===== config.mk =====
export PLATFORM = sky130hd
export DESIGN_NAME = wwc_top
export DESIGN_NICKNAME = d
export VERILOG_FILES = /design/src/design/wwc_pkg.sv /design/src/design/wwc_osc_sync.sv /design/src/design/wwc_axil.sv /design/src/design/wwc_top.sv
export SDC_FILE = /design/constraint.sdc
export NUM_CORES = 1
export LEC_CHECK = 0
export ABC_AREA = 1
export ABC_CLOCK_PERIOD_IN_PS = 2950
export BUFFER_PORTS_ARGS = -buffer_cell sky130_fd_sc_hd__buf_2
export CORE_ASPECT_RATIO = 0.5
export CORE_UTILIZATION = 40
export DETAILED_ROUTE_END_ITERATION = 8
export GPL_ROUTABILITY_DRIVEN = 0
export GPL_TIMING_DRIVEN = 0
export PLACE_DENSITY_LB_ADDON = 0.05
export SETUP_SLACK_MARGIN = 0.5
export SYNTH_ARGS = -nofsm -noshare
export SYNTH_HDL_FRONTEND = slang
export SYNTH_HIERARCHICAL = 1
export SYNTH_SLANG_ARGS = --single-unit

===== constraint.sdc =====
create_clock -name aclk -period 2.95 [get_ports aclk]
set_input_delay 0 -clock aclk [delete_from_list [all_inputs] [get_ports aclk]]
set_output_delay 0 -clock aclk [all_outputs]
set_load 0.01 [all_outputs]

===== src/design/wwc_pkg.sv =====
// shared constants, types and helpers of the windowed watchdog control block
package wwc_pkg;

    // ==========================================================
    // register map: printed offsets are word indices, byte address = 4 * index
    localparam int unsigned AXI_AW = 8;
    localparam logic [5:0] CTRL_IDX = 6'h00;
    localparam logic [5:0] STATUS_IDX = 6'h01;

    // ==========================================================
    // field layout
    localparam int unsigned WIN_MSB = 7;
    localparam int unsigned WIN_LSB = 4;
    localparam int unsigned PER_MSB = 3;
    localparam int unsigned PER_LSB = 0;
    localparam int unsigned LOCK_BIT = 7;
    localparam int unsigned BUSY_BIT = 0;

    // ==========================================================
    // reset values
    localparam logic [7:0] CTRL_RST = 8'h00;
    localparam logic [7:0] STATUS_RST = 8'h00;

    // ==========================================================
    // duration codes, in watchdog oscillator cycles
    localparam logic [3:0] CODE_OFF = 4'h0;
    localparam logic [3:0] CODE_LONGEST = 4'hb;
    localparam logic [13:0] DUR_BASE = 14'h0008;
    localparam logic [13:0] DUR_LONGEST = 14'h2000;

    // ==========================================================
    // crossing counts: value of the tick counter on the applying tick
    localparam logic SYNC_LAST = 1'b1;
    localparam logic CLR_LAST = 1'b1;

    // ==========================================================
    // bus answers
    localparam logic [1:0] RESP_OKAY = 2'h0;
    localparam logic [1:0] RESP_SLVERR = 2'h2;

    typedef enum logic [1:0] {
        WWC_OFF = 2'b00,
        WWC_OPEN = 2'b01,
        WWC_CLOSED = 2'b10
    } wwc_state_e;

    // reserved codes run as the longest duration rather than stopping the dog
    function automatic logic [13:0] wwc_dur(input logic [3:0] code);
        if (code == CODE_OFF)
        begin
            return 14'h0000;
        end
        else if (code > CODE_LONGEST)
        begin
            return DUR_LONGEST;
        end
        else
        begin
            return DUR_BASE << (code - 4'h1);
        end
    endfunction

endpackage


===== src/design/wwc_osc_sync.sv =====
// two-stage synchroniser and rising-edge tick for the watchdog oscillator input
`timescale 1ns/1ps
`default_nettype none
module wwc_osc_sync (
    input wire logic aclk,
    input wire logic aresetn,
    input wire logic ce,
    input wire logic osc_in,
    output logic tick
);
    logic meta_r;
    logic sync_r;
    logic prev_r;

    // ==========================================================
    // synchroniser: meta_r is read by sync_r only
    always_ff @(posedge aclk)
    begin
        if (!aresetn)
        begin
            meta_r <= 1'b0;
            sync_r <= 1'b0;
            prev_r <= 1'b0;
        end
        else if (ce)
        begin
            meta_r <= osc_in;
            sync_r <= meta_r;
            prev_r <= sync_r;
        end
    end

    assign tick = sync_r & ~prev_r;

endmodule
`default_nettype wire


===== src/design/wwc_axil.sv =====
// axi4-lite slave front end of the watchdog control registers
`timescale 1ns/1ps
`default_nettype none
module wwc_axil (
    input wire logic aclk,
    input wire logic aresetn,
    input wire logic ce,
    input wire logic [wwc_pkg::AXI_AW-1:0] s_axil_awaddr,
    input wire logic s_axil_awvalid,
    output logic s_axil_awready,
    input wire logic [31:0] s_axil_wdata,
    input wire logic [3:0] s_axil_wstrb,
    input wire logic s_axil_wvalid,
    output logic s_axil_wready,
    output logic [1:0] s_axil_bresp,
    output logic s_axil_bvalid,
    input wire logic s_axil_bready,
    input wire logic [wwc_pkg::AXI_AW-1:0] s_axil_araddr,
    input wire logic s_axil_arvalid,
    output logic s_axil_arready,
    output logic [31:0] s_axil_rdata,
    output logic [1:0] s_axil_rresp,
    output logic s_axil_rvalid,
    input wire logic s_axil_rready,
    output logic reg_we,
    output logic [5:0] reg_widx,
    output logic [7:0] reg_wdata,
    output logic [5:0] reg_ridx,
    input wire logic [7:0] reg_rdata
);
    import wwc_pkg::*;

    logic [AXI_AW-1:0] awaddr_r;
    logic [31:0] wdata_r;
    logic strb0_r;
    logic wr_go;
    logic aw_hit;
    logic ar_hit;

    function automatic logic addr_hit(input logic [AXI_AW-1:0] a);
        return (a[1:0] == 2'h0) && (a[AXI_AW-1:2] == CTRL_IDX || a[AXI_AW-1:2] == STATUS_IDX);
    endfunction

    // ==========================================================
    // decode
    assign aw_hit = addr_hit(awaddr_r);
    assign ar_hit = addr_hit(s_axil_araddr);
    assign wr_go = !s_axil_awready && !s_axil_wready && !s_axil_bvalid;
    assign reg_widx = awaddr_r[AXI_AW-1:2];
    assign reg_wdata = wdata_r[7:0];
    assign reg_ridx = s_axil_araddr[AXI_AW-1:2];

    // ==========================================================
    // write channel: address and data in either order, one write in flight
    always_ff @(posedge aclk)
    begin
        if (!aresetn)
        begin
            s_axil_awready <= 1'b1;
            s_axil_wready <= 1'b1;
            s_axil_bvalid <= 1'b0;
            s_axil_bresp <= RESP_OKAY;
            awaddr_r <= '0;
            wdata_r <= 32'h0000_0000;
            strb0_r <= 1'b0;
            reg_we <= 1'b0;
        end
        else if (ce)
        begin
            reg_we <= 1'b0;
            if (s_axil_awvalid && s_axil_awready)
            begin
                s_axil_awready <= 1'b0;
                awaddr_r <= s_axil_awaddr;
            end
            if (s_axil_wvalid && s_axil_wready)
            begin
                s_axil_wready <= 1'b0;
                wdata_r <= s_axil_wdata;
                strb0_r <= s_axil_wstrb[0];
            end
            if (wr_go)
            begin
                s_axil_bvalid <= 1'b1;
                s_axil_bresp <= aw_hit ? RESP_OKAY : RESP_SLVERR;
                reg_we <= aw_hit && strb0_r;
            end
            if (s_axil_bvalid && s_axil_bready)
            begin
                s_axil_bvalid <= 1'b0;
                s_axil_awready <= 1'b1;
                s_axil_wready <= 1'b1;
            end
        end
    end

    // ==========================================================
    // read channel: data captured at the address handshake
    always_ff @(posedge aclk)
    begin
        if (!aresetn)
        begin
            s_axil_arready <= 1'b1;
            s_axil_rvalid <= 1'b0;
            s_axil_rdata <= 32'h0000_0000;
            s_axil_rresp <= RESP_OKAY;
        end
        else if (ce)
        begin
            if (s_axil_arvalid && s_axil_arready)
            begin
                s_axil_arready <= 1'b0;
                s_axil_rvalid <= 1'b1;
                s_axil_rdata <= {24'h00_0000, ar_hit ? reg_rdata : 8'h00};
                s_axil_rresp <= ar_hit ? RESP_OKAY : RESP_SLVERR;
            end
            if (s_axil_rvalid && s_axil_rready)
            begin
                s_axil_rvalid <= 1'b0;
                s_axil_arready <= 1'b1;
            end
        end
    end

endmodule
`default_nettype wire


===== src/design/wwc_top.sv =====
// windowed watchdog control, lock, crossing and timeout logic
//
// Implementation choice: the AXI4-Lite interface to the registers.
`timescale 1ns/1ps
`default_nettype none
module wwc_top (
    input wire logic aclk,
    input wire logic aresetn,
    input wire logic ce,
    input wire logic [wwc_pkg::AXI_AW-1:0] s_axil_awaddr,
    input wire logic s_axil_awvalid,
    output logic s_axil_awready,
    input wire logic [31:0] s_axil_wdata,
    input wire logic [3:0] s_axil_wstrb,
    input wire logic s_axil_wvalid,
    output logic s_axil_wready,
    output logic [1:0] s_axil_bresp,
    output logic s_axil_bvalid,
    input wire logic s_axil_bready,
    input wire logic [wwc_pkg::AXI_AW-1:0] s_axil_araddr,
    input wire logic s_axil_arvalid,
    output logic s_axil_arready,
    output logic [31:0] s_axil_rdata,
    output logic [1:0] s_axil_rresp,
    output logic s_axil_rvalid,
    input wire logic s_axil_rready,
    input wire logic watchdog_osc_clock,
    input wire logic watchdog_clear_instruction,
    input wire logic protected_write_unlock,
    input wire logic debug_mode,
    input wire logic boot_cfg_load,
    input wire logic [7:0] boot_watchdog_config,
    output logic sys_reset_req
);
    import wwc_pkg::*;

    logic reg_we;
    logic [5:0] reg_widx;
    logic [7:0] reg_wdata;
    logic [5:0] reg_ridx;
    logic [7:0] reg_rdata;
    logic osc_tick;

    logic [7:0] timing_control_reg_r;
    logic [7:0] act_ctrl_r;
    logic lock_r;
    logic sync_pending_flag_r;
    logic sync_cnt_r;
    logic clr_pend_r;
    logic clr_cnt_r;
    wwc_state_e state_r;
    wwc_state_e state_nxt;
    logic [13:0] cnt_r;
    logic [13:0] cnt_nxt;
    logic rst_req_r;
    logic rst_nxt;

    // ==========================================================
    // bus front end and oscillator tick
    wwc_axil u_axil (
        .aclk(aclk),
        .aresetn(aresetn),
        .ce(ce),
        .s_axil_awaddr(s_axil_awaddr),
        .s_axil_awvalid(s_axil_awvalid),
        .s_axil_awready(s_axil_awready),
        .s_axil_wdata(s_axil_wdata),
        .s_axil_wstrb(s_axil_wstrb),
        .s_axil_wvalid(s_axil_wvalid),
        .s_axil_wready(s_axil_wready),
        .s_axil_bresp(s_axil_bresp),
        .s_axil_bvalid(s_axil_bvalid),
        .s_axil_bready(s_axil_bready),
        .s_axil_araddr(s_axil_araddr),
        .s_axil_arvalid(s_axil_arvalid),
        .s_axil_arready(s_axil_arready),
        .s_axil_rdata(s_axil_rdata),
        .s_axil_rresp(s_axil_rresp),
        .s_axil_rvalid(s_axil_rvalid),
        .s_axil_rready(s_axil_rready),
        .reg_we(reg_we),
        .reg_widx(reg_widx),
        .reg_wdata(reg_wdata),
        .reg_ridx(reg_ridx),
        .reg_rdata(reg_rdata)
    );

    wwc_osc_sync u_osc_sync (
        .aclk(aclk),
        .aresetn(aresetn),
        .ce(ce),
        .osc_in(watchdog_osc_clock),
        .tick(osc_tick)
    );

    // ==========================================================
    // register decode
    wire ctrl_hit = reg_we && (reg_widx == CTRL_IDX);
    wire stat_hit = reg_we && (reg_widx == STATUS_IDX);
    // control writes while busy are dropped so a crossing never sees a torn value
    wire ctrl_we = ctrl_hit && protected_write_unlock && !lock_r && !sync_pending_flag_r;
    wire stat_we = stat_hit && protected_write_unlock;
    wire boot_per_on = boot_watchdog_config[PER_MSB:PER_LSB] != CODE_OFF;
    wire lock_set = (stat_we && reg_wdata[LOCK_BIT]) || (boot_cfg_load && boot_per_on);
    wire lock_clr = stat_we && !reg_wdata[LOCK_BIT] && debug_mode;
    wire cfg_load = ctrl_we || boot_cfg_load;
    wire [7:0] cfg_val = boot_cfg_load ? boot_watchdog_config : reg_wdata;
    wire [7:0] status_word = STATUS_RST | ({7'h00, lock_r} << LOCK_BIT)
        | ({7'h00, sync_pending_flag_r} << BUSY_BIT);
    assign reg_rdata = (reg_ridx == CTRL_IDX) ? timing_control_reg_r
        : (reg_ridx == STATUS_IDX) ? status_word : 8'h00;

    // ==========================================================
    // crossing of the control value into the oscillator timebase
    wire busy_done = sync_pending_flag_r && osc_tick && (sync_cnt_r == SYNC_LAST);
    wire [3:0] act_per = act_ctrl_r[PER_MSB:PER_LSB];
    wire [3:0] act_win = act_ctrl_r[WIN_MSB:WIN_LSB];
    wire [13:0] per_dur = wwc_dur(act_per);
    wire [13:0] win_dur = wwc_dur(act_win);
    wire [13:0] cnt_inc = cnt_r + 14'h0001;

    // ==========================================================
    // clear instruction crossing
    wire clr_take = watchdog_clear_instruction && !clr_pend_r;
    wire clr_apply = clr_pend_r && osc_tick && (clr_cnt_r == CLR_LAST);

    always_ff @(posedge aclk)
    begin
        if (!aresetn)
        begin
            timing_control_reg_r <= CTRL_RST;
            act_ctrl_r <= CTRL_RST;
            lock_r <= STATUS_RST[LOCK_BIT];
            sync_pending_flag_r <= STATUS_RST[BUSY_BIT];
            sync_cnt_r <= 1'b0;
        end
        else if (ce)
        begin
            if (cfg_load)
            begin
                timing_control_reg_r <= cfg_val;
            end
            lock_r <= lock_set | (lock_r & ~lock_clr);
            // a fresh load wins over a finishing crossing
            sync_pending_flag_r <= cfg_load | (sync_pending_flag_r & ~busy_done);
            if (cfg_load)
            begin
                sync_cnt_r <= 1'b0;
            end
            else if (sync_pending_flag_r && osc_tick)
            begin
                sync_cnt_r <= ~sync_cnt_r;
            end
            if (busy_done)
            begin
                act_ctrl_r <= timing_control_reg_r;
            end
        end
    end

    always_ff @(posedge aclk)
    begin
        if (!aresetn)
        begin
            clr_pend_r <= 1'b0;
            clr_cnt_r <= 1'b0;
        end
        else if (ce)
        begin
            clr_pend_r <= clr_take | (clr_pend_r & ~clr_apply);
            if (clr_take)
            begin
                clr_cnt_r <= 1'b0;
            end
            else if (clr_pend_r && osc_tick)
            begin
                clr_cnt_r <= ~clr_cnt_r;
            end
        end
    end

    // ==========================================================
    // timeout state machine
    always_comb
    begin
        state_nxt = state_r;
        cnt_nxt = cnt_r;
        rst_nxt = 1'b0;
        if (act_per == CODE_OFF)
        begin
            state_nxt = WWC_OFF;
            cnt_nxt = 14'h0000;
        end
        else if (debug_mode || busy_done)
        begin
            state_nxt = WWC_OPEN;
            cnt_nxt = 14'h0000;
        end
        else
        begin
            unique case (state_r)
                WWC_OFF:
                begin
                    state_nxt = WWC_OPEN;
                    cnt_nxt = 14'h0000;
                end
                WWC_OPEN:
                begin
                    if (clr_apply)
                    begin
                        cnt_nxt = 14'h0000;
                        state_nxt = (act_win != CODE_OFF) ? WWC_CLOSED : WWC_OPEN;
                    end
                    else if (osc_tick && cnt_inc == per_dur)
                    begin
                        rst_nxt = 1'b1;
                        cnt_nxt = 14'h0000;
                    end
                    else if (osc_tick)
                    begin
                        cnt_nxt = cnt_inc;
                    end
                end
                WWC_CLOSED:
                begin
                    if (clr_apply)
                    begin
                        rst_nxt = 1'b1;
                        state_nxt = WWC_OPEN;
                        cnt_nxt = 14'h0000;
                    end
                    else if (act_win == CODE_OFF || (osc_tick && cnt_inc == win_dur))
                    begin
                        state_nxt = WWC_OPEN;
                        cnt_nxt = 14'h0000;
                    end
                    else if (osc_tick)
                    begin
                        cnt_nxt = cnt_inc;
                    end
                end
                default:
                begin
                    state_nxt = WWC_OFF;
                    cnt_nxt = 14'h0000;
                end
            endcase
        end
    end

    always_ff @(posedge aclk)
    begin
        if (!aresetn)
        begin
            state_r <= WWC_OFF;
            cnt_r <= 14'h0000;
            rst_req_r <= 1'b0;
        end
        else if (ce)
        begin
            state_r <= state_nxt;
            cnt_r <= cnt_nxt;
            rst_req_r <= rst_nxt;
        end
    end

    assign sys_reset_req = rst_req_r;

    wire run_ok = ce && act_per != CODE_OFF && !debug_mode && !busy_done;
endmodule
`default_nettype wire


==> results, run 1 <==
- The flow ran to the end, and the final reports show no timing, DRC or antenna violations.
- The via count of the first global-routing pass came to 4495.
- The number of search-and-repair iterations in the first detailed-routing pass is 4.
- For this run, the register share of the synthesized area comes to 31.7%.
- The number of antenna violations at the first check in global routing came to 0.
- At the pin with the least slew margin, the transition time is 0.579 ns.
- The DRC violation count after routing is 0.
- Prior to clock tree synthesis, the placed netlist has a worst setup slack of 0.509 ns.
- The first routing iteration left 188 violations.
- The most frequent cell on the critical path is sky130_fd_sc_hd__nand2_2.
- For the worst setup path, the data arrival time is 2.46 ns.
- Power spread over the standard cell area amounts to 417 nW/um^2.
- In the final routed layout, each cell accounts on average for 11.7 microns.
- The number of maximum-capacitance constraint violations is 0.
- Once the floorplan was initialized, standard cells occupied 41.7% of the core.
- The average cell area after synthesis is 6.19 sq um.
- The ratio of cells with drive above 1 in the final layout is 18.3%.
- The first global-routing pass estimated 20700 microns of wire.
- The sort of element at the start of the critical path is a register.
- The most used flip-flop cell after synthesis is sky130_fd_sc_hd__dfxtp_1.
- The proportion of register bits with asynchronous set or reset after synthesis is 0%.
- The maximum level of the CTS H-tree is 3.
- The die covers 12100 sq um.
- The clock-pin slew of the registers on the worst-case setup and hold paths is 0.06 ns.
- Across every metal layer, demand over resource in global routing totals 21.2%.
- The portion of the clock cycle consumed by the worst path in the final layout is 76.8%.
- Walking the worst path, the cells encountered are ha_4 > nand2_2 > nor2_4 > nand2_2 > o21ai_4 > nand2_2 > o21ai_1 > nand2_1 > nor2_1 > nand2_1 > o21ai_2 > nand2_4 > clkbuf_16 > nand3_2 > a21oi_1.
- In the final design database the tool counted 960 nets.
- The final worst slack is 0.683 ns.
- The area growth from synthesis to layout is 27.3%.
- The path category of the worst min-delay check is input port to register.
- The max-slew violation count was 0.
- The I/O pin count is 115.
- The count of endpoints failing setup in the final report is 0.
- Wires add up to 12200 microns.
- The number of instances in the synthesized netlist is 754.
- The worst endpoint required time is 3.14 ns.
- The number of diodes is 0.
- In this run the tightest slew margin relative to its limit is 61.4%.
- The cell family contributing the most delay on the critical path is simple AND/OR/NAND/NOR gates.
- The startpoint-to-endpoint class of the critical path is register to register.
- The number of buffer and inverter stages on the critical path is 1.
- Detailed routing inserted a total of 4782 vias.
- The floorplan step set the die width to 155 microns.
- The top cell type by area accounts for 31.7% of the synthesized area.
- The setup TNS is 0 ns.
- The combined area of all synthesized cells is 4670 sq um.
- The leakage power figure is 2.67 nW.
- The clock latency on the worst-skew pair is 0.33 ns.
- The largest total area in the synthesized netlist belongs to sky130_fd_sc_hd__dfxtp_1.
- The tree built by TritonCTS fans out to 74 sinks.
- The post-detailed-placement half-perimeter wirelength is 9160 microns.
- The die height is 78.4 microns.
- On the final layout, the worst clock skew is 0.00585 ns.
- The total of fill cells in the finished design is 1127.
- Counting along the longest clock path gives a buffer depth of 2.
- The number of failing hold endpoints at the final stage came to 0.
- The cell with the biggest individual delay on the critical path is sky130_fd_sc_hd__dfxtp_4.
- The pin count of the biggest net entering global routing is 15.
- The detailed-route vias per instance is 4.58.
- The number of port buffers is 59.
- TritonCTS built the clock tree.
- The register area is 1490 sq um.
- The delay of the slowest critical-path stage is 0.39 ns.
- The buffer cell driving the clock tree root is sky130_fd_sc_hd__clkbuf_16.
- The synthesized design contains 0 enable-type register cells.
- Once detail routing completed, the nets flagged for antenna violations numbered 0.
- The post-synthesis cell type count is 31.
- The maximum ir drop on the vdd rail is 0.329 mV.
- The commonest non-fill, non-tap cell in the layout is sky130_fd_sc_hd__nand2_1.
- The maximum clock rate is 441 MHz.
- The floorplan step defined a core boundary enclosing 11200 sq um.
- The shortest clock period the worst path allows after layout is 2.27 ns.
- The number of synthesized register bits is 74.
- By area the synthesized netlist is led by sky130_fd_sc_hd__dfxtp_1 32%, sky130_fd_sc_hd__nand2_1 16%, sky130_fd_sc_hd__inv_1 8.0%.
- The library cells used most frequently in the layout, excluding fill and tap cells, are 200 x sky130_fd_sc_hd__nand2_1, 99 x sky130_fd_sc_hd__inv_1, 93 x sky130_fd_sc_hd__nor2_1.
- The total grt overflow is 0.
- The highest net fanout along the worst path is 6.
- The area of the multi-input gates is 2540 sq um.
- Setup repair after global routing left no endpoint under its margin.
- The yosys synthesis warning count is 6.
- The standard-cell row count is 27.
- The number of CTS-inserted buffers is 9.
- The nature of the critical path endpoint is a register.
[Yosys cell counts (all sizes together) (2+ instances only)]
cell type and n:
o21ai 43, nor3 5, clkinv 3, nor2 99, nand2 208, o41ai 2, dfxtp 74, nand3b 6
a21oi 68, nand4 12, buf 48, clkbuf 10, ha 6, o22ai 3, inv 102, nand3 59
[worst register-to-register path: stages, from the launching register on]
cell	delay [ns]
sky130_fd_sc_hd__dfxtp_4	0.39
sky130_fd_sc_hd__ha_4	0.14
sky130_fd_sc_hd__nand2_2	0.08
sky130_fd_sc_hd__nor2_4	0.19
sky130_fd_sc_hd__nand2_2	0.12
sky130_fd_sc_hd__o21ai_4	0.21
sky130_fd_sc_hd__nand2_2	0.10
sky130_fd_sc_hd__o21ai_1	0.09
sky130_fd_sc_hd__nand2_1	0.07
sky130_fd_sc_hd__nor2_1	0.09
sky130_fd_sc_hd__nand2_1	0.09
sky130_fd_sc_hd__o21ai_2	0.17
sky130_fd_sc_hd__nand2_4	0.11
sky130_fd_sc_hd__clkbuf_16	0.18
sky130_fd_sc_hd__nand3_2	0.05
sky130_fd_sc_hd__a21oi_1	0.06
[layout make-up]
cell class	instances	area share (%)
multi-input combinational	542	42.8
buffer	58	6.49
inverter	105	6.63
sequential	74	25.1
clock buffer	11	4.09
clock inverter	5	1.07
tap	159	3.35
timing repair buffer	91	10.5
[registers in the layout, summed over array words and instances (netlist names), 2 cells and up]
register and flops:
act_ctrl_r 8, timing_control_reg_r 8, cnt_r 14, u_axil/wdata_r 8
u_axil/s_axil_rdata 8, state_r 2, u_axil/awaddr_r 8
[path summary, 6_finish.rpt]
kind / startpoint / end / slack (ns) / cells past startpoint
setup / recovery: cnt_r[1] / cnt_r[6] / 0.68 / 15
hold / removal: boot_watchdog_config[5] / timing_control_reg_r[5] / 0.01 / 3
setup reg to reg: cnt_r[1] / cnt_r[6] / 0.68 / 15
hold reg to reg: sys_reset_req / sys_reset_req / 0.46 / 2
[where the power goes]
| group | leakage [nW] | switching (mW) | internal (mW) |
|---|---|---|---|
| Clock | 0.146 | 0.450 | 0.683 |
| Combinational | 1.92 | 0.161 | 0.134 |
| Sequential | 0.605 | 0.0192 | 1.03 |
| Total | 2.67 | 0.630 | 1.85 |
[kinds of logic after synthesis]
family / share of synthesized area [%]
simple gates: 36.3
buf+inv: 16.6
compound gates: 13.4
flops: 31.7
fa+ha+maj: 1.61
xor+xnor: 0.188
other cells: 0.0803
[metrics by stage]
step | utilization [%] | hold WS, ns | instance area [sq um] | power, mW | instances
final | 53.1 | 0.0102 | 5940 | 2.48 | 1045
after floorplan | - | 0.120 | 4760 | 1.25 | 779
after global placement | 47.0 | 0.256 | 5260 | 1.33 | 997
after global routing | 53.1 | 0.0113 | 5940 | 2.58 | 1045
after detailed placement | 47.0 | 0.260 | 5260 | 1.33 | 997
after CTS | 52.3 | 0.000956 | 5840 | 2.50 | 1041
[routing by layer]
layer  wire [microns]  vias up  GRT usage, %
met2             5210      116          34.9
li1                 -     2580             -
met5                0        -             0
met3              569        8          5.25
met4              113        0          5.25
met1             6290     2078          28.0
[timing repair]
action,4_1_cts,5_1_grt
endpoints found under the setup margin,0,16
resized for setup,0,14
setup buffers,0,3
endpoints found under the hold margin,33,0
hold buffers,28,0
(Power assumes the default switching activity.)
==> run 2, diff against run 1 <==
--- a/config.mk
+++ b/config.mk
@@ -6,7 +6,7 @@
 export NUM_CORES = 1
 export LEC_CHECK = 0
 export ABC_AREA = 1
-export ABC_CLOCK_PERIOD_IN_PS = 2950
+export ABC_CLOCK_PERIOD_IN_PS = 1830
 export BUFFER_PORTS_ARGS = -buffer_cell sky130_fd_sc_hd__buf_2
 export CORE_ASPECT_RATIO = 0.5
 export CORE_UTILIZATION = 40
==> constraint.sdc (replaced) <==
create_clock -name aclk -period 1.83 [get_ports aclk]
set_input_delay 0 -clock aclk [delete_from_list [all_inputs] [get_ports aclk]]
set_output_delay 0 -clock aclk [all_outputs]
set_load 0.01 [all_outputs]
==> run 2 against run 1 <==
Effect of this change:
- the run now ends with negative setup slack left
- clock skew fell by 0.0029 ns
- worst setup slack worse by 1.1 ns
- power rose by 58%
- register-to-register slack got worse by 1.1 ns
- die area unchanged
- utilization is 6.0 points higher
- via count rose by 4.7%
- first-iteration DRC count up 15%
- non-clock buffer count rose by 32
- critical path depth unchanged
- design area up 11%
- count of clock-buffer cells in the layout increased by 1
- critical path type unchanged
- largest power group is now registers
==> results, run 2 (synthesis results as in run 1) <==
- The power per unit of standard cell area is 591 nW/um^2 (+42%).
- The layout net count is 992 (+3.3%).
- The total wire length is 13200 microns (+8.5%).
- The portion of the clock cycle consumed by the worst path in the final layout is 121% (+44 points).
- The per-cell routed wire length is 12.3 microns (+5.3%).
- The number of CTS-inserted buffers is 9 (unchanged).
- The worst slack on hold paths is 0.0590 ns (+0.0488 ns).
- Clock tree synthesis selected as its root buffer the cell sky130_fd_sc_hd__clkbuf_16.
- The flow ran to the end, but the final reports show violations.
- The highest net fanout along the worst path was 6 (unchanged).
- The final worst slack is -0.389 ns (-1.07 ns).
- The leakage power figure is 2.95 nW (+11%).
- The maximum clock rate is 451 MHz (+2.1%).
- The number of diodes is 0 (unchanged).
- The maximum ir drop on the vdd rail came to 0.469 mV (+42%).
- The I/O pin count was 115 (unchanged).
- The starting density of the core was 41.7% (unchanged).
- The delay of the slowest critical-path stage was 0.37 ns (-0.02 ns).
- The first-pass GRT wire length is 22000 microns (+6.3%).
- The post-placement cell count is 997 (unchanged).
- The total grt overflow is 0 (unchanged).
- The total of fill cells in the finished design was 1091 (-3.2%).
- The launch point of the critical path is cnt_r[0].
- The part of the total power dissipated in combinational logic is 14.0% (+2.1 points).
- The ratio of cells with drive above 1 in the final layout is 30.9% (+13 points).
- The slowest stage of the critical path belongs to the cell sky130_fd_sc_hd__dfxtp_4.
- The register share of total power is 43.5% (+1.1 points).
- The worst-case headroom to the max-slew limit is 48.3% (-13 points).
- The final worst clock skew is 0.00298 ns (-0.00287 ns).
- The number of port buffers was 59 (unchanged).
- The DRC violation count after routing is 0 (unchanged).
- The startpoint of the worst-slack reg-to-reg timing path is cnt_r[0].
- The number of nets with antenna violations after routing came to 0 (unchanged).
- The shortest clock period the worst path allows after layout is 2.22 ns (-0.0476 ns).
- The worst min-delay path startpoint is s_axil_araddr[0].
- The die area came to 12100 sq um (unchanged).
- The number of antenna violations at the first check in global routing is 0 (unchanged).
- The detailed-route vias per instance is 4.65 (+1.6%).
- The register with the most flip-flops in the final layout is cnt_r.
- The switching share of power was 26.6% (+1.1 points).
- The internal power of the cells is 2.87 mW (+55%).
- The path category of the worst min-delay check is input port to register.
- The worst setup path is captured at a register.
- The worst endpoint required time is 2.03 ns (-1.11 ns).
- The number of buffer and inverter stages on the critical path is 1 (unchanged).
- The cell family contributing the most delay on the critical path is simple AND/OR/NAND/NOR gates.
- The max-slew violation count is 0 (unchanged).
- The standard-cell row count is 27 (unchanged).
- The initial DRC count is 217 (+15%).
- Among the stages of the critical path, the cell type that occurs most often is sky130_fd_sc_hd__nand2_2.
- The transition time of the tightest slew-check pin came to 0.776 ns (+0.197 ns).
- The number of failing hold endpoints at the final stage was 0 (unchanged).
- Setup repair after global routing could not meet its margin everywhere.
- The count of endpoints failing setup in the final report came to 17 (+17).
- The worst setup path is launched from a register.
- The maximum level of the CTS H-tree came to 3 (unchanged).
- The total track usage came to 22.7% (+1.5 points).
- TritonCTS built the clock tree.
- The commonest non-fill, non-tap cell in the layout is sky130_fd_sc_hd__nand2_1.
- The post-detailed-placement half-perimeter wirelength is 9260 microns (+1.1%).
- The switching power is 1.04 mW (+65%).
- Leaving out fill and tap cells, the most frequent cells in the layout are 181 x sky130_fd_sc_hd__nand2_1, 93 x sky130_fd_sc_hd__inv_1, 78 x sky130_fd_sc_hd__nor2_1.
- The worst path arrival time is 2.42 ns (-0.04 ns).
- The die height is 78.4 microns (unchanged).
- The placeable core region is 11200 sq um (unchanged).
- The number of buffers on the longest clock path is 2 (unchanged).
- The total number of vias is 5009 (+4.7%).
- The clock-pin slew of the registers on the worst-case setup and hold paths is 0.06 ns (about the same).
- The worst setup path is of the register to register kind.
- The number of search-and-repair iterations in the first detailed-routing pass is 4 (unchanged).
- The width of the chip is 155 microns (unchanged).
- The flip-flop count of the largest register, all copies and words added is 14 (unchanged).
- The number of maximum-capacitance constraint violations came to 0 (unchanged).
- The pin count of the biggest net entering global routing was 15 (unchanged).
- The checks that failed: negative setup slack.
- The clock power share came to 42.6% (-3.2 points).
- The clock latency on the worst-skew pair came to 0.34 ns (about the same).
- The sink count of the clock tree is 74 (unchanged).
- The via count of the first global-routing pass came to 4706 (+4.7%).
- The signal on the critical path passes through ha_4 > nand2_4 > nor2_4 > nand2_2 > nand2_2 > nand2_2 > o21ai_1 > nand3_1 > nor2_1 > nand3_2 > o21ai_4 > nand2_8 > buf_16 > nand3_2 > a21oi_2.
- The non-filler instance count after layout is 1077 (+3.1%).
- The area growth from synthesis to layout is 41.6%.
-- run 2: changes by cell type in the layout (fill, tap and decap cells not counted), moves of 8 or more --
cell	before	now
sky130_fd_sc_hd__nand2_1	200	181
sky130_fd_sc_hd__o21ai_0	37	18
sky130_fd_sc_hd__buf_4	42	60
sky130_fd_sc_hd__nor2_1	93	78
sky130_fd_sc_hd__o21ai_2	2	17
sky130_fd_sc_hd__nand2_2	7	21
sky130_fd_sc_hd__buf_6	0	12
sky130_fd_sc_hd__dfxtp_1	71	59
sky130_fd_sc_hd__a21oi_1	68	57
sky130_fd_sc_hd__a21oi_2	0	11
sky130_fd_sc_hd__dfxtp_2	1	12
sky130_fd_sc_hd__nand3_1	48	40
sky130_fd_sc_hd__nor2_4	4	12
-- run 2: repair_timing --
action	4_1_cts	5_1_grt
cloned	3	0
resized for setup	71	80
buffers inserted	19	12
endpoints found under the setup margin	37	38
pin swaps	27	36
hold buffers	30	0
endpoints found under the hold margin	35	0
-- run 2: worst paths after layout --
kind | endpoint | slack [ns] | cells past startpoint
max | cnt_r[8] | -0.39 | 15
min | u_axil/s_axil_rresp[1] | 0.06 | 5
max reg2reg | cnt_r[8] | -0.39 | 15
min reg2reg | sys_reset_req | 0.46 | 2
-- run 2: power by group through the flow --
stage | combinational (mW) | sequential [mW] | clock (mW)
6_report | 0.545 | 1.70 | 1.66
5_1_grt | 0.603 | 1.70 | 1.77
4_1_cts | 0.498 | 1.70 | 1.69
3_3_place_gp | 0.414 | 1.73 | 0
2_1_floorplan | 0.286 | 1.72 | 0
3_5_place_dp | 0.418 | 1.73 | 0
-- run 2: worst register-to-register path: stages, from the launching register on --
cell	delay (ns)
sky130_fd_sc_hd__dfxtp_4	0.37
sky130_fd_sc_hd__ha_4	0.16
sky130_fd_sc_hd__nand2_4	0.07
sky130_fd_sc_hd__nor2_4	0.18
sky130_fd_sc_hd__nand2_2	0.11
sky130_fd_sc_hd__nand2_2	0.10
sky130_fd_sc_hd__nand2_2	0.07
sky130_fd_sc_hd__o21ai_1	0.08
sky130_fd_sc_hd__nand3_1	0.08
sky130_fd_sc_hd__nor2_1	0.13
sky130_fd_sc_hd__nand3_2	0.13
sky130_fd_sc_hd__o21ai_4	0.22
sky130_fd_sc_hd__nand2_8	0.10
sky130_fd_sc_hd__buf_16	0.16
sky130_fd_sc_hd__nand3_2	0.06
sky130_fd_sc_hd__a21oi_2	0.05
-- run 2: per-layer routing --
metal / track usage (%) / routed length, microns / vias to the layer above
met1: 29.3 / 6500 / 2241
met3: 5.14 / 646 / 11
met5: 0 / 0 / -
met4: 6.44 / 151 / 0
met2: 38.2 / 5930 / 116
li1: - / - / 2641
-- run 2: final cells by class --
type,count,area [sq um],share of cell area (%)
flip-flops and latches,74,1510,22.8
clock buffers,12,246,3.73
inverters,105,403,6.10
multi-input cells,542,2890,43.7
plain buffers,58,419,6.34
clock inverters,4,26.3,0.398
well taps,159,199,3.01
repair buffers,123,921,13.9
-- run 2: through the flow --
| stage | utilization (%) | instance area (sq um) | TNS (ns) | setup WS, ns | total power [mW] |
|---|---|---|---|---|---|
| after detailed placement | 47.5 | 5320 | -6.14 | -0.433 | 2.14 |
| final | 59.1 | 6610 | -5.88 | -0.389 | 3.91 |
| after CTS | 56.1 | 6280 | -4.43 | -0.319 | 3.89 |
| after global routing | 59.1 | 6610 | -8.09 | -0.525 | 4.07 |
| after floorplan | - | 4820 | -0.690 | -0.0715 | 2.01 |
| after global placement | 47.5 | 5320 | -5.78 | -0.411 | 2.14 |
==> run 3, diff against run 2 <==
--- a/config.mk
+++ b/config.mk
@@ -5,7 +5,6 @@
 export SDC_FILE = /design/constraint.sdc
 export NUM_CORES = 1
 export LEC_CHECK = 0
-export ABC_AREA = 1
 export ABC_CLOCK_PERIOD_IN_PS = 1830
 export BUFFER_PORTS_ARGS = -buffer_cell sky130_fd_sc_hd__buf_2
 export CORE_ASPECT_RATIO = 0.5
@@ -15,6 +14,7 @@
 export GPL_TIMING_DRIVEN = 0
 export PLACE_DENSITY_LB_ADDON = 0.05
 export SETUP_SLACK_MARGIN = 0.5
+export SKIP_LAST_GASP = 1
 export SYNTH_ARGS = -nofsm -noshare
 export SYNTH_HDL_FRONTEND = slang
 export SYNTH_HIERARCHICAL = 1
==> run 3 against run 2 <==
Effect of this change:
- the run still ends with negative setup slack left
- global-route usage down 0.60 points
- synthesized cell count down 24%
- critical path type unchanged
- die area up 3.2%
==> results, run 3 <==
- The run finished, with violations left.
- The final reports fail on negative setup slack.
- The fraction of the yosys area taken by sequential cells is 30.7% (-0.99 points).
- The cell family contributing the most delay on the critical path is compound AO/OA/AOI/OAI gates.
- The worst min-delay path startpoint is boot_watchdog_config[0].
- The sink count of the clock tree was 74 (unchanged).
- The area fraction in and, or, nand and nor cells after synthesis is 29.7% (-6.6 points).
- The leakage power figure is 2.86 nW (-3.1%).
- The number of buffers on the longest clock path is 2 (unchanged).
- Setup repair after global routing could not meet its margin everywhere.
- The worst setup path is captured at a register.
- The endpoint of the worst-slack reg-to-reg timing path is cnt_r[1].
- The placeable core region was 11400 sq um (+1.5%).
- The proportion of register bits with asynchronous set or reset after synthesis was 0% (unchanged).
- The total of fill cells in the finished design is 1022 (-6.3%).
- The final worst slack is -1.08 ns (-0.689 ns).
- The xor-xnor portion of the synthesized cell area is 2.62% (+2.4 points).
- The total wire length is 13200 microns (about the same).
- Leaving out fill and tap cells, the most frequent cells in the layout are 70 x sky130_fd_sc_hd__buf_4, 66 x sky130_fd_sc_hd__nand2_1, 61 x sky130_fd_sc_hd__buf_2.
- The path category of the worst min-delay check is input port to register.
- The die area is 12500 sq um (+3.2%).
- The most used flip-flop cell after synthesis is sky130_fd_sc_hd__dfxtp_1.
- From synthesis to final layout, the design area changed by 42.8%.
- The number of diodes came to 0 (unchanged).
- The area of the multi-input gates was 3400 sq um (+18%).
- The max-slew violation count is 0 (unchanged).
- The clock latency on the worst-skew pair is 0.35 ns (about the same).
- The post-layout utilization of the core is 60.6% (+1.5 points).
- The worst hold path cell count is 3 (-2).
- The delay of the slowest critical-path stage was 0.43 ns (+0.06 ns).
- Traced cell by cell, the critical path runs through buf_6 > nand4_4 > buf_6 > nor4_4 > xnor2_2 > a31oi_1 > o211a_1 > o41ai_4 > nand3_4 > a21o_4 > a32o_1.
- The flip-flop count of the largest register, all copies and words added was 14 (unchanged).
- The number of enable flip-flop cells after synthesis is 0 (unchanged).
- The worst endpoint required time is 2.06 ns (+0.03 ns).
- The maximum level of the CTS H-tree is 3 (unchanged).
- The average cell area after synthesis is 8.37 sq um (+35%).
- The standard-cell row count was 27 (unchanged).
- The worst-case headroom to the max-slew limit is 41.5% (-6.8 points).
- The starting density of the core is 42.4% (+0.70 points).
- The count of endpoints failing setup in the final report was 25 (+8).
- The yosys synthesis warning count is 6 (unchanged).
- The I/O pin count came to 115 (unchanged).
- The total number of vias is 4611 (-7.9%).
- The DRC violation count after routing was 0 (unchanged).
- The detailed-route vias per instance is 5.12 (+10%).
- The length in cells of the worst reg-to-reg path was 11 (-4).
- The number of nets with antenna violations after routing came to 0 (unchanged).
- The multiplexer share of the synthesized area is 6.52% (+6.5 points).
- The TritonCTS clock tree is built.
- The library cell with the highest instance count after synthesis is sky130_fd_sc_hd__nand2_1.
- The combinational family with the most area after synthesis is simple AND/OR/NAND/NOR gates.
- The adder-cell share of the synthesized area is 1.56% (-0.050 points).
- The number of instances in the synthesized netlist came to 576 (-24%).
- The portion of the clock cycle consumed by the worst path in the final layout is 159% (+38 points).
- The final worst clock skew is 0.00749 ns (+0.00451 ns).
- The die height came to 79.6 microns (+1.6%).
- The overall power of the completed layout is 4.04 mW (+3.3%).
- The post-synthesis cell type count is 79 (+150%).
- The number of antenna violations at the first check in global routing is 1 (+1).
- The per-cell routed wire length came to 14.7 microns (+20%).
- The maximum ir drop on the vdd rail is 0.511 mV (+9.0%).
- The clock-pin slew of the registers on the worst-case setup and hold paths was 0.06 ns (about the same).
- The initial DRC count was 205 (-5.5%).
- Leaving out fill and tap cells, the most frequent cell in the layout is sky130_fd_sc_hd__buf_4.
- The transition time of the tightest slew-check pin came to 0.873 ns (+0.0971 ns).
- The leading area contributor after synthesis is sky130_fd_sc_hd__dfxtp_1.
- The startpoint-to-endpoint class of the critical path is register to register.
- The first-pass GRT wire length is 21300 microns (-3.2%).
- The cell with the biggest individual delay on the critical path is sky130_fd_sc_hd__o41ai_4.
- The maximum clock rate is 344 MHz (-24%).
- The width of the chip was 157 microns (+1.6%).
- The pin count of the biggest net entering global routing is 15 (unchanged).
- The most frequent cell on the critical path is sky130_fd_sc_hd__buf_6.
- The shortest clock period the worst path allows after layout is 2.91 ns (+0.689 ns).
- The number of synthesized register bits was 74 (unchanged).
- CTS placed an instance of sky130_fd_sc_hd__clkbuf_16 at the clock tree root.
- The number of port buffers is 59 (unchanged).
- The compound-cell area share of the yosys netlist is 18.7% (+5.3 points).
- The worst register-to-register path begins at cnt_r[2].
- In the post-synthesis netlist, the biggest area contributors are sky130_fd_sc_hd__dfxtp_1 31%, sky130_fd_sc_hd__buf_4 6.2%, sky130_fd_sc_hd__nand2_1 6.2%.
- The worst path arrival time is 3.14 ns (+0.72 ns).
- For hold timing, the worst endpoint is lock_r.
- The register with the most flip-flops in the final layout is cnt_r.
- The area fraction of the dominant cell type after synthesis is 30.7% (-0.99 points).
- The number of search-and-repair iterations in the first detailed-routing pass was 4 (unchanged).
- The number of maximum-capacitance constraint violations is 0 (unchanged).
- The highest net fanout along the worst path is 6 (unchanged).
- The number of buffer and inverter stages on the critical path is 2 (+1).
- The power per unit of standard cell area was 586 nW/um^2 (-0.79%).
- By count the netlist is led by 79 x sky130_fd_sc_hd__nand2_1, 74 x sky130_fd_sc_hd__dfxtp_1, 40 x sky130_fd_sc_hd__buf_4, 40 x sky130_fd_sc_hd__nand3_1, 28 x sky130_fd_sc_hd__mux2i_1.
- The flop-to-flop setup slack came to -1.08 ns (-0.69 ns).
- The number of failing hold endpoints at the final stage is 0 (unchanged).
- The combined area of all synthesized cells is 4820 sq um (+3.2%).
- The register area came to 1510 sq um (+0.25%).
- The via count of the first global-routing pass came to 4167 (-11%).
- The number of CTS-inserted buffers is 9 (unchanged).
- The total grt overflow is 0 (unchanged).
- The post-detailed-placement half-perimeter wirelength was 9430 microns (+1.8%).
- The sort of element at the start of the critical path is a register.
- The ratio of cells with drive above 1 in the final layout is 39.2% (+8.3 points).
- The layout net count is 816 (-18%).
- The total track usage is 22.1% (-0.60 points).
==> run 3: cell types whose count changed after synthesis, sizes merged, moves of 20 or more <==
cell and delta:
nand2 -119, inv -89, nor2 -76, a21oi -57, mux2i +28, o21ai -26, a21boi +21, nor2b +20
==> run 3: worst max-delay path by stage <==
| stage | startpoint | to | slack, ns | cells past startpoint |
|---|---|---|---|---|
| 6_report | cnt_r[2] | cnt_r[1] | -1.08 | 11 |
| 3_3_place_gp | cnt_r[6] | cnt_r[13] | -1.31 | 10 |
| 4_1_cts | cnt_r[2] | cnt_r[1] | -1.12 | 10 |
| 5_1_grt | cnt_r[2] | cnt_r[1] | -1.17 | 11 |
| 3_5_place_dp | cnt_r[6] | cnt_r[13] | -1.34 | 10 |
| 2_1_floorplan | act_ctrl_r[0] | cnt_r[1] | -0.85 | 9 |
==> run 3: power breakdown <==
| group | total (mW) | internal, mW | switching [mW] |
|---|---|---|---|
| clock network | 1.87 | 1.11 | 0.758 |
| registers | 1.69 | 1.65 | 0.0407 |
| logic | 0.476 | 0.257 | 0.219 |
==> run 3: stage by stage <==
stage | instances | TNS, ns | hold slack, ns | instance area [sq um] | worst slack, ns
after floorplan | 601 | -12.24 | 0.127 | 5090 | -0.854
after global placement | 819 | -21.40 | 0.241 | 5590 | -1.31
after detailed placement | 819 | -21.80 | 0.246 | 5590 | -1.34
after CTS | 891 | -18.42 | 0.00322 | 6620 | -1.12
after global routing | 901 | -20.47 | 0.00869 | 6880 | -1.17
final | 901 | -17.88 | 0.0124 | 6880 | -1.08
==> run 3: area by class of cell <==
cell class / instances / area share [%]
buffer: 66 / 7.33
clock buffer: 10 / 3.47
clock inverter: 6 / 1.07
inverter: 14 / 0.800
multi-input combinational: 447 / 49.4
sequential: 74 / 22.0
tap: 159 / 2.89
timing repair buffer: 125 / 13.0
==> run 3: logic make-up (layout without fill, tap and decap cells) <==
kind of cell    after synthesis  count (layout)
simple gates                259             259
compound gates              113             113
buf+inv                      80             221
flops                        74              74
mux                          31              31
xor+xnor                     12              12
fa+ha+maj                     6               6
other cells                   1              26
==> run 3: what timing repair did <==
action / 4_1_cts / 5_1_grt
pin swaps: 21 / 23
gates cloned: 1 / 0
hold endpoints to repair: 24 / 0
hold buffers: 27 / 0
setup endpoints to repair: 38 / 37
gates resized for setup: 56 / 52
buffers inserted: 28 / 10
==> run 3: layer usage <==
| metal | part of all wire (%) | track usage (%) | up-vias |
|---|---|---|---|
| met5 | 0 | 0 | - |
| met4 | 1.0 | 5.53 | 0 |
| met3 | 6.9 | 6.51 | 13 |
| met2 | 45 | 35.7 | 124 |
| met1 | 47 | 28.9 | 2138 |
| li1 | - | - | 2336 |
==> run 3: tightest hold or removal path, cell delays in order <==
cell and delay [ns]:
sky130_fd_sc_hd__buf_2 0.09, sky130_fd_sc_hd__o41ai_1 0.08, sky130_fd_sc_hd__a31oi_1 0.15
